`config.mk`:
```
export PLATFORM = sky130hd
export DESIGN_NAME = swd_watchdog
export DESIGN_NICKNAME = d
export VERILOG_FILES = /design/src/hw/swd_pkg.sv /design/src/hw/swd_pin_sync.sv /design/src/hw/swd_watchdog.sv
export VERILOG_INCLUDE_DIRS = /design/src /design/src/hw
export SDC_FILE = /design/constraint.sdc
export NUM_CORES = 1
export LEC_CHECK = 0
export BUFFER_PORTS_ARGS = -buffer_cell sky130_fd_sc_hd__buf_2
export CORE_MARGIN = 3
export CORE_UTILIZATION = 65
export CTS_CLUSTER_DIAMETER = 150
export DETAILED_ROUTE_END_ITERATION = 7
export GPL_TIMING_DRIVEN = 0
export PLACE_DENSITY = 0.83
export SLEW_MARGIN = 20
export SYNTH_ARGS = -nofsm -noshare
export SYNTH_HDL_FRONTEND = slang
export SYNTH_SLANG_ARGS = --single-unit
export TNS_END_PERCENT = 100
```
`constraint.sdc`:
```
create_clock -name core_clk -period 3.9 [get_ports core_clk]
set_clock_uncertainty 0.15 [all_clocks]
set_input_delay 0.78 -clock core_clk [delete_from_list [all_inputs] [get_ports core_clk]]
set_output_delay 0.78 -clock core_clk [all_outputs]
set_load 0.02 [all_outputs]
```
`src/hw/swd_map.svh`:
```
`ifndef SWD_MAP_SVH
`define SWD_MAP_SVH

// Core clock rate and period
`define SWD_CLK_KHZ 125000
`define SWD_CLK_PERIOD_NS 8

// Watchdog timeout in milliseconds
`define SWD_WDT_TIMEOUT_MS 2400

// Supervisor reset hold after supply recovery, milliseconds
`define SWD_RST_HOLD_MS 300

// Shortest activity level the processor holds, nanoseconds
`define SWD_MIN_LEVEL_NS 50

// Counter widths
`define SWD_WDT_CNT_W 29
`define SWD_RST_CNT_W 26

// Synchroniser depth for pin inputs
`define SWD_SYNC_STAGES 3

// Synchroniser word: bit positions and idle levels
`define SWD_PIN_COUNT 3
`define SWD_PIN_ACT 0
`define SWD_PIN_FLOAT 1
`define SWD_PIN_MR 2
`define SWD_PIN_IDLE 3'h4

// Derived cycle counts
`define SWD_WDT_CYCLES (`SWD_WDT_TIMEOUT_MS * `SWD_CLK_KHZ)
`define SWD_RST_CYCLES (`SWD_RST_HOLD_MS * `SWD_CLK_KHZ)
`define SWD_MIN_LEVEL_CYCLES ((`SWD_MIN_LEVEL_NS + `SWD_CLK_PERIOD_NS - 1) / `SWD_CLK_PERIOD_NS)

`endif

```
`src/hw/swd_pkg.sv`:
```
package swd_pkg;

  // Watchdog states, Gray coded along idle, armed, counting, expired
  typedef enum logic [1:0] {
    SWD_IDLE    = 2'h0,
    SWD_ARMED   = 2'h1,
    SWD_COUNT   = 2'h3,
    SWD_EXPIRED = 2'h2
  } swd_state_t;

endpackage

```
`src/hw/swd_pin_sync.sv`:
```
`timescale 1ns/1ps
`include "swd_map.svh"

module swd_pin_sync #(
  parameter int WIDTH = 1
) (
  input wire logic core_clk,
  input wire logic reset_n,
  input wire logic [WIDTH-1:0] pin_in,
  input wire logic [WIDTH-1:0] reset_level,
  output logic [WIDTH-1:0] level_out,
  output logic [WIDTH-1:0] edge_out
);
  import swd_pkg::*;

  logic [WIDTH-1:0] stage1_reg;
  logic [WIDTH-1:0] stage2_reg;
  logic [WIDTH-1:0] stage3_reg;
  logic [WIDTH-1:0] level_reg;
  logic [WIDTH-1:0] level_next;
  logic [WIDTH-1:0] edge_reg;
  logic [WIDTH-1:0] edge_next;
  logic [2:0] fill_cnt_reg;
  logic [2:0] fill_cnt_next;

  localparam logic [2:0] FILL_DONE = 3'(`SWD_SYNC_STAGES);

  // Idle level while the chain fills, then its output loaded with no edge
  always_comb begin
    level_next = level_reg;
    edge_next = '0;
    fill_cnt_next = fill_cnt_reg;
    if (fill_cnt_reg <= FILL_DONE) begin
      fill_cnt_next = fill_cnt_reg + 3'h1;
    end
    for (int i = 0; i < WIDTH; i++) begin
      if (fill_cnt_reg < FILL_DONE) begin
        level_next[i] = reset_level[i];
      end else if (fill_cnt_reg == FILL_DONE) begin
        level_next[i] = stage3_reg[i];
      end else if ((stage2_reg[i] == stage3_reg[i]) && (stage3_reg[i] != level_reg[i])) begin
        level_next[i] = stage3_reg[i];
        edge_next[i] = 1'b1;
      end
    end
  end

  // Three-stage chain and filtered level
  always_ff @(posedge core_clk or negedge reset_n) begin
    if (!reset_n) begin
      stage1_reg <= '0;
      stage2_reg <= '0;
      stage3_reg <= '0;
      level_reg <= '0;
      edge_reg <= '0;
      fill_cnt_reg <= '0;
    end else begin
      stage1_reg <= pin_in;
      stage2_reg <= stage1_reg;
      stage3_reg <= stage2_reg;
      level_reg <= level_next;
      edge_reg <= edge_next;
      fill_cnt_reg <= fill_cnt_next;
    end
  end

  assign level_out = level_reg;
  assign edge_out = edge_reg;
endmodule

```
`src/hw/swd_watchdog.sv`:
```
`timescale 1ns/1ps
`include "swd_map.svh"

// Notes on behaviour
// - With no activity edge for the full 2.4 s timeout the fault output goes low.
// - After a timeout the fault output stays low until a new activity edge is seen, the activity pin floats or the supervisor reset is asserted.
// - While the activity pin floats the watchdog counter is held cleared and idle.
// - While the supervisor reset is asserted the watchdog is disabled and cleared.
// - After reset releases, the first activity edge of either sense starts a 2.4 s count.
// - Every later activity edge clears the counter and restarts a full count.
// - While the supply is below threshold the fault output is driven low.
// - When the supply recovers the fault output rises at once, with no reset delay.
// - The fault output has no minimum low time and follows its causes directly.
// - The supervisor reset stays asserted while the supply is low and releases 300 ms later.
module swd_watchdog #(
  parameter int unsigned TIMEOUT_CYCLES = `SWD_WDT_CYCLES,
  parameter int unsigned RST_HOLD_CYCLES = `SWD_RST_CYCLES
) (
  input wire logic core_clk,
  input wire logic reset_n,
  input wire logic activity_input,
  input wire logic activity_float,
  input wire logic manual_reset_in_n,
  input wire logic supply_ok,
  output logic watchdog_fault_n,
  output logic supervisor_reset_n,
  output logic watchdog_running,
  output swd_pkg::swd_state_t watchdog_state
);
  import swd_pkg::*;

  localparam int WDT_W = `SWD_WDT_CNT_W;
  localparam int RST_W = `SWD_RST_CNT_W;

  // Pin positions and idle levels in the synchroniser word
  localparam int PIN_N = `SWD_PIN_COUNT;
  localparam int PIN_ACT = `SWD_PIN_ACT;
  localparam int PIN_FLOAT = `SWD_PIN_FLOAT;
  localparam int PIN_MR = `SWD_PIN_MR;
  localparam logic [PIN_N-1:0] PIN_IDLE = `SWD_PIN_IDLE;

  // Synchronised pin levels and edge pulses
  logic [PIN_N-1:0] pin_raw;
  logic [PIN_N-1:0] pin_level;
  logic [PIN_N-1:0] pin_edge;
  logic act_edge;
  logic act_floating;
  logic manual_low;

  // Supervisor reset generator state
  logic [RST_W-1:0] rst_cnt_reg;
  logic [RST_W-1:0] rst_cnt_next;
  logic sup_rst_n_reg;
  logic sup_rst_n_next;
  logic rst_cause;

  // Watchdog state
  swd_state_t state_reg;
  swd_state_t state_next;
  logic [WDT_W-1:0] wdt_cnt_reg;
  logic [WDT_W-1:0] wdt_cnt_next;
  logic fault_n_reg;
  logic fault_n_next;
  logic running_reg;
  logic running_next;
  logic hold_rst;
  logic hold_float;
  logic fault_supply;
  logic fault_expiry;

  // Last-cycle decode, shared by the reset and watchdog counters
  function automatic logic count_done(input logic [31:0] cnt, input logic [31:0] last);
    return cnt >= last;
  endfunction

  // Counting decode for the running flag
  function automatic logic is_counting(input swd_state_t st);
    return st == SWD_COUNT;
  endfunction

  // Expiry decode for the fault logic
  function automatic logic is_expired(input swd_state_t st);
    return st == SWD_EXPIRED;
  endfunction

  // Pin order: activity, float sense, manual reset
  assign pin_raw = {manual_reset_in_n, activity_float, activity_input};

  // Three-stage synchronisers with edge detection
  swd_pin_sync #(
    .WIDTH(3)
  ) u_pin_sync (
    .core_clk(core_clk),
    .reset_n(reset_n),
    .pin_in(pin_raw),
    .reset_level(PIN_IDLE),
    .level_out(pin_level),
    .edge_out(pin_edge)
  );

  // Either sense of activity counts as an edge
  assign act_edge = pin_edge[PIN_ACT];
  assign act_floating = pin_level[PIN_FLOAT];
  assign manual_low = !pin_level[PIN_MR];

  // Reset is wanted while supply is low or manual reset held
  assign rst_cause = !supply_ok || manual_low;

  // Supervisor reset: hold while cause stands, then time the release
  always_comb begin
    rst_cnt_next = rst_cnt_reg;
    sup_rst_n_next = sup_rst_n_reg;
    if (rst_cause) begin
      rst_cnt_next = '0;
      sup_rst_n_next = 1'b0;
    end else if (!sup_rst_n_reg) begin
      if (count_done(32'(rst_cnt_reg), RST_HOLD_CYCLES - 32'd1)) begin
        sup_rst_n_next = 1'b1;
        rst_cnt_next = '0;
      end else begin
        rst_cnt_next = rst_cnt_reg + RST_W'(1);
      end
    end
  end

  // Supervisor reset registers
  always_ff @(posedge core_clk or negedge reset_n) begin
    if (!reset_n) begin
      rst_cnt_reg <= '0;
      sup_rst_n_reg <= 1'b0;
    end else begin
      rst_cnt_reg <= rst_cnt_next;
      sup_rst_n_reg <= sup_rst_n_next;
    end
  end

  // Watchdog is held cleared while reset stands or the pin floats
  assign hold_rst = !sup_rst_n_reg;
  assign hold_float = act_floating;

  // Watchdog sequencing
  always_comb begin
    state_next = state_reg;
    wdt_cnt_next = wdt_cnt_reg;
    if (hold_rst) begin
      state_next = SWD_IDLE;
      wdt_cnt_next = '0;
    end else if (hold_float) begin
      state_next = SWD_IDLE;
      wdt_cnt_next = '0;
    end else begin
      case (state_reg)
        SWD_IDLE: begin
          wdt_cnt_next = '0;
          state_next = SWD_ARMED;
        end
        SWD_ARMED: begin
          wdt_cnt_next = '0;
          if (act_edge) begin
            state_next = SWD_COUNT;
          end
        end
        SWD_COUNT: begin
          if (act_edge) begin
            wdt_cnt_next = '0;
          end else if (count_done(32'(wdt_cnt_reg), TIMEOUT_CYCLES - 32'd1)) begin
            state_next = SWD_EXPIRED;
            wdt_cnt_next = '0;
          end else begin
            wdt_cnt_next = wdt_cnt_reg + WDT_W'(1);
          end
        end
        SWD_EXPIRED: begin
          wdt_cnt_next = '0;
          if (act_edge) begin
            state_next = SWD_COUNT;
          end
        end
        default: begin
          state_next = SWD_IDLE;
          wdt_cnt_next = '0;
        end
      endcase
    end
  end

  // Fault causes, each pulls the output low on its own
  assign fault_supply = !supply_ok;
  assign fault_expiry = is_expired(state_next);

  // Fault output follows its causes with no stretching
  always_comb begin
    fault_n_next = 1'b1;
    if (fault_supply) begin
      fault_n_next = 1'b0;
    end else if (fault_expiry) begin
      fault_n_next = 1'b0;
    end
  end

  // Running flag mirrors the counting state
  always_comb begin
    running_next = is_counting(state_next);
  end

  // Watchdog registers
  always_ff @(posedge core_clk or negedge reset_n) begin
    if (!reset_n) begin
      state_reg <= SWD_IDLE;
      wdt_cnt_reg <= '0;
      fault_n_reg <= 1'b0;
      running_reg <= 1'b0;
    end else begin
      state_reg <= state_next;
      wdt_cnt_reg <= wdt_cnt_next;
      fault_n_reg <= fault_n_next;
      running_reg <= running_next;
    end
  end

  // Outputs straight from flip-flops
  assign watchdog_fault_n = fault_n_reg;
  assign supervisor_reset_n = sup_rst_n_reg;
  assign watchdog_running = running_reg;
  assign watchdog_state = state_reg;
endmodule

```
== After elaboration in Yosys (flattened, before gate mapping) ==
Cells that the tools add are included.

* Register bits after elaboration: 76
* Input bits: 6
* Output and inout port bits: 5
* Logic and storage cells: 77

* $add $sub $neg: 3
* Magnitude comparators: 4
* Equal/unequal tests: 13
* Mux-type cells: 31
* Reductions and logical operators: 12

{| class="wikitable"
|+ Operators by type and width
! cell !! number
|-
| two-way mux 29 bit || 4
|-
| two-way mux 26 bit || 3
|-
| case mux 29 bit (2 select lines) || 1
|-
| adder 29 x 1 -> 29 bit (second input constant) || 1
|-
| >= comparator 29 bit (second input constant) || 1
|-
| adder 26 x 1 -> 26 bit (second input constant) || 1
|-
| >= comparator 26 bit (second input constant) || 1
|-
| two-way mux 1 bit || 17
|-
| two-way mux 2 bit || 5
|-
| nonzero test 3 bit || 3
|-
| equality test 2 bit (second input constant) || 4
|-
| case mux 2 bit (3 select lines) || 1
|-
| adder 3 x 1 -> 3 bit (second input constant) || 1
|-
| equality test 1 bit || 3
|-
| equality test 3 x 2 -> 1 bit (second input constant) || 1
|-
| less-or-equal comparator 3 x 2 -> 1 bit (second input constant) || 1
|-
| logical AND 1 bit || 3
|-
| < comparator 3 x 2 -> 1 bit (second input constant) || 1
|-
| inequality test 1 bit || 3
|-
| OR reduction 3 bit || 1
|-
| equality test 2 x 1 -> 1 bit (second input constant) || 1
|-
| logical NOT 1 bit || 2
|-
| logical NOT 2 bit || 1
|-
| inequality test 2 x 1 -> 1 bit (second input constant) || 1
|-
| other kinds (2) || 2
|}

== Logic depth before layout (Yosys ltp) ==
* Depth in word-level cells: 9
* Depth in mapped cells: 10
* Mapped depth without buffers: 7

== Modules after synthesis ==
From an unflattened synthesis, not the netlist that was laid out.

* Cell total of the unflattened synthesis: 454
* Area, all modules: 4171.5 um^2

{| class="wikitable"
|+ By module, submodules not included
! module !! instances !! cells an instance !! area each (um^2) !! sequential area each (um^2)
|-
| swd_watchdog || 1 || 400 || 3485.8 || 1501.4
|-
| swd_pin_sync || 1 || 54 || 685.7 || 450.4
|}

== Least setup slack after synthesis ==
No wires, ideal clock.

* Path kind: register to register
* Start point: register rst_cnt_reg[0]
* End point: register rst_cnt_reg[20]
* Library setup time: 82 ps
* Arrival time: 2048 ps
* Required time: 3668 ps
* Setup slack: 1620 ps
* Stages on the path, launching flop included: 9
* Path buffers: 1
* Period minus slack after synthesis: 2280 ps
* Cell sequence: dfrtp_1 ha_1 a41o_1 a2111oi_2 o21ai_1 a21oi_4 buf_2 o21ai_0 a31oi_1

* Longest elaborated chain between the ends: 4
* Elaborated cells on any way between the ends: 5
* Classes of those cells: add/sub (1); order compare (1); mux (3)

{| class="wikitable"
|+ RTL lines
! item !! RTL line !! text
|-
| start, declared || swd_watchdog.sv:51 || <nowiki>logic [RST_W-1:0] rst_cnt_reg;</nowiki>
|-
| start signal, assigned || swd_watchdog.sv:132 || <nowiki>rst_cnt_reg <= rst_cnt_next;</nowiki>
|-
| adder 26 x 1 -> 26 bit / >= comparator 26 bit (equally long branches) || swd_watchdog.sv:121, swd_watchdog.sv:73 ||
|-
| two-way mux 26 bit (*) || swd_watchdog.sv:117 || <nowiki>if (count_done(32'(rst_cnt_reg), RST_HOLD_CYCLES - 32'd1)) begin</nowiki>
|-
| two-way mux 26 bit (*) || swd_watchdog.sv:116 || <nowiki>end else if (!sup_rst_n_reg) begin</nowiki>
|-
| two-way mux 26 bit (*) || swd_watchdog.sv:113 || <nowiki>if (rst_cause) begin</nowiki>
|}

Mark *: on every way between the ends. The rest lies on a longest branch, timed or not. The select of a mux whose other input is x is not followed.
A chain may end at the register's enable or synchronous reset.

== Worst setup path after layout ==
* Start point: register rst_cnt_reg[0]
* End point: register rst_cnt_reg[22]

Same word-level chain as after synthesis.

==> flow_summary_export.csv <==
group,metric,value,unit
die,design.core.area,5570,um^2
final_layout,n_antenna_cell,0,
outcome,outcome,"complete, no violations",
sta,tightest_slew,0.991,ns
placed_design,place_hpwl,4960,um
die,initial_core_util,67.6,%
critical_path,cp-startpoint,"rst_cnt_reg[0]$_DFFE_PN0P_",
die,die_width,82.1,um
synth,synth_cell_types,47,
power,power_leakage,1.79,nW
synth,ys_ff_latch,76,
routing,drtAntennaViolNets,0,
global_routing,antenna_found_initial,0,
clock_network,cts_setup_buffers,0,
sta,rsz0062_at_grt,"false",
die,fp-row-count,27,
clock_network,clock_sinks,76,
power,vdd_drop_max,0.261,mV
final_layout,fillers,412,
routing,drc,0,
power,finalPower,1.39,mW
critical_path,critPathSlowestCell,"dfrtp_1",
placed_design,port_buffers,10,
final_layout,largest_reg_flops,29,
placed_design,gp_congestion,0.831,
die,die_y,82.1,um
synth,yosysTopAreaCell,"dfrtp_1",
sta,finalSetupTns,0,ns
synth,yosysWarnings,0,
synth,async_flop_share,100,%
die,dieArea,6750,um^2
global_routing,grt_overflow,0,
final_layout,area_delta_synth_final,8.97,%
clock_network,cts-resized-gates,0,
routing,firstDrtPassIters,4,
synth,synth_xor_area_share,6.28,%
routing,wl_per_cell,14.7,um
global_routing,grt.total_usage,23.7,%
critical_path,crit_required,4.01,ns
global_routing,grt_start_max_net_pins,47,
critical_path,critical_path_class,"flop to flop",
global_routing,use_met2,39.0,%
routing,viasPerCell,6.11,
critical_path,worstPathArrival,2.75,ns
power,power.density,339,nW/um^2
global_routing,grt.busiest_layer,"met2",
synth,yosys-top-cells-area,"dfrtp_1 50%, nor2_1 5.7%, xor2_1 3.7%, nand3_1 3.6%, a21oi_1 3.2%",
routing,drt_iter0_markers,229,
sta,fin_crit_sh,67.6,%
final_layout,final_common_cell,"dfrtp_1",
clock_network,cts_tree,"done",
worst_hold_path,hold_path.class,"primary input to asynchronous set/reset pin",
final_layout,utilization,73.6,%
sta,maxSlewHeadroom,33.4,%
clock_network,clkTransAtPathRegs,0.08,ns
run,cap_viol_max_count,0,
synth,yosys_most_used_dff,"dfrtp_1",
critical_path,path_max_fanout,10,
synth,synth_top_area_share,50.5,%
sta,slew_viol_final,0,
critical_path,reg2reg_from,"rst_cnt_reg[0]$_DFFE_PN0P_",
clock_network,root_buffer,"clkbuf_8",
final_layout,final_cell_mix,"76 x dfrtp_1, 57 x nor2_1, 30 x nand2_1",
clock_network,cts_buffers,9,
synth,synth_top_family_by_area,"simple AND/OR/NAND/NOR gates",
synth,synthAdderAreaFrac,2.32,%
final_layout,seqCellArea,1900,um^2
final_layout,layout-drive-gt1-share,10.6,%
synth,syn-num-nets,403,
synth,avgSynthCellArea,9.66,um^2
synth,postSynthCellCount,390,
global_routing,grt_pass1_wl,12300,um
sta,finalSetupViolations,0,
critical_path,path_cells,"ha_1 -> a41o_1 -> a2111oi_2 -> o21ai_1 -> a21oi_4 -> buf_2 -> o21ai_0 -> a31oi_1",
routing,vias,2988,
final_layout,nets,425,
placed_design,post-place-ws,1.29,ns
clock_network,clk_latency,0.35,ns
sta,fmax,0.379,GHz
final_layout,multiInputGateArea,1760,um^2
global_routing,globalRouteMet1Util,30.4,%
routing,wl,7210,um
clock_network,postCtsHoldBufs,0,
clock_network,h-tree-depth,3,
synth,yosys-mux-area-fraction,0.565,%
clock_network,clockBufferDepth,2,
global_routing,grt_pass1_vias,2755,
synth,yosysSeqAreaShare,50.5,%
synth,synth-simple-area-share,23.0,%
placed_design,dp_cells,473,
synth,synth_compound_area_share,14.5,%
synth,synth_area,3770,um^2
critical_path,endpoint_kind,"flop",
die,io-pin-count,11,
final_layout,stdcell_count,489,
critical_path,setup.worst_path.start_class,"flop",
synth,synth_edf_count,0,
sta,hold_viol,0,
critical_path,r2r_setup_slack,1.26,ns
critical_path,slowest_delay,0.42,ns
sta,fin_ws,1.26,ns
sta,min_period,2.64,ns
global_routing,use_met3,5.86,%
## worst paths after layout
path / end / depth (start not counted)
setup / recovery: rst_cnt_reg[22]$_DFFE_PN0P_ / 8
hold / removal: wdt_cnt_reg[19]$_DFF_PN0_ / 1
setup reg to reg: rst_cnt_reg[22]$_DFFE_PN0P_ / 8
hold reg to reg: u_pin_sync.stage2_reg[0]$_DFF_PN0_ / 0
max in group asynchronous: rst_cnt_reg[7]$_DFFE_PN0P_ / 2
min in group core_clk: u_pin_sync.stage2_reg[0]$_DFF_PN0_ / 0
## final cells by class
class | instances | share of cell area, %
tap | 72 | 2.19
clock inverter | 6 | 0.975
buffer | 12 | 1.68
multi-input combinational | 292 | 42.9
inverter | 10 | 0.914
timing repair buffer | 11 | 1.95
clock buffer | 10 | 3.11
sequential | 76 | 46.3
## cell families (layout without fill, tap and decap cells)
group           after synthesis  after routing
simple gates                173            173
compound gates               83             83
flops                        76             76
xor+xnor                     27             27
buf+inv                      22             49
fa+ha+maj                     7              7
mux                           2              2
## worst max-delay path: cells and delay by family, from the launching register on
family | cells | cell delay, ns
buffers and inverters | 1 | 0.28
AO/OA/AOI/OAI | 6 | 1.43
adder cells (fa/ha/maj) | 1 | 0.27
flip-flops | 1 | 0.42
## layer usage
| metal | vias to the layer above | wire [um] |
|---|---|---|
| met5 | - | 0 |
| met4 | 0 | 104 |
| met3 | 13 | 330 |
| met2 | 71 | 3510 |
| met1 | 1461 | 3260 |
| li1 | 1443 | - |
## Yosys cell counts (all sizes together), types with 2 or more instances
cell and instances:
a21oi 25, inv 10, ha 7, nand2b 7
buf 7, nor2b 4, clkbuf 5, a41oi 4
o21a 3, nand4 14, a2111oi 2, a21o 4
nor4 7, xor2 16, a31oi 19, nand3 27
and3 12, or4 2, and4 3, nand2 30
xnor2 11, dfrtp 76, nor2 57, nor3 5
o21ai 14, a22o 5
## stage by stage
step | area (um^2) | hold slack [ns]
final | 4110 | 0.202
after global placement | 3910 | 0.183
after floorplan | 3770 | 0.181
after global routing | 4110 | 0.213
after CTS | 4110 | 0.204
after detailed placement | 3940 | 0.186
## where the power goes
part | leakage [nW] | total (mW) | internal (mW) | switching, mW
sequential | 1.02 | 0.811 | 0.800 | 0.0107
clock | 0.0864 | 0.518 | 0.231 | 0.288
combinational | 0.678 | 0.0642 | 0.0226 | 0.0416
(Power assumes the default switching activity.)
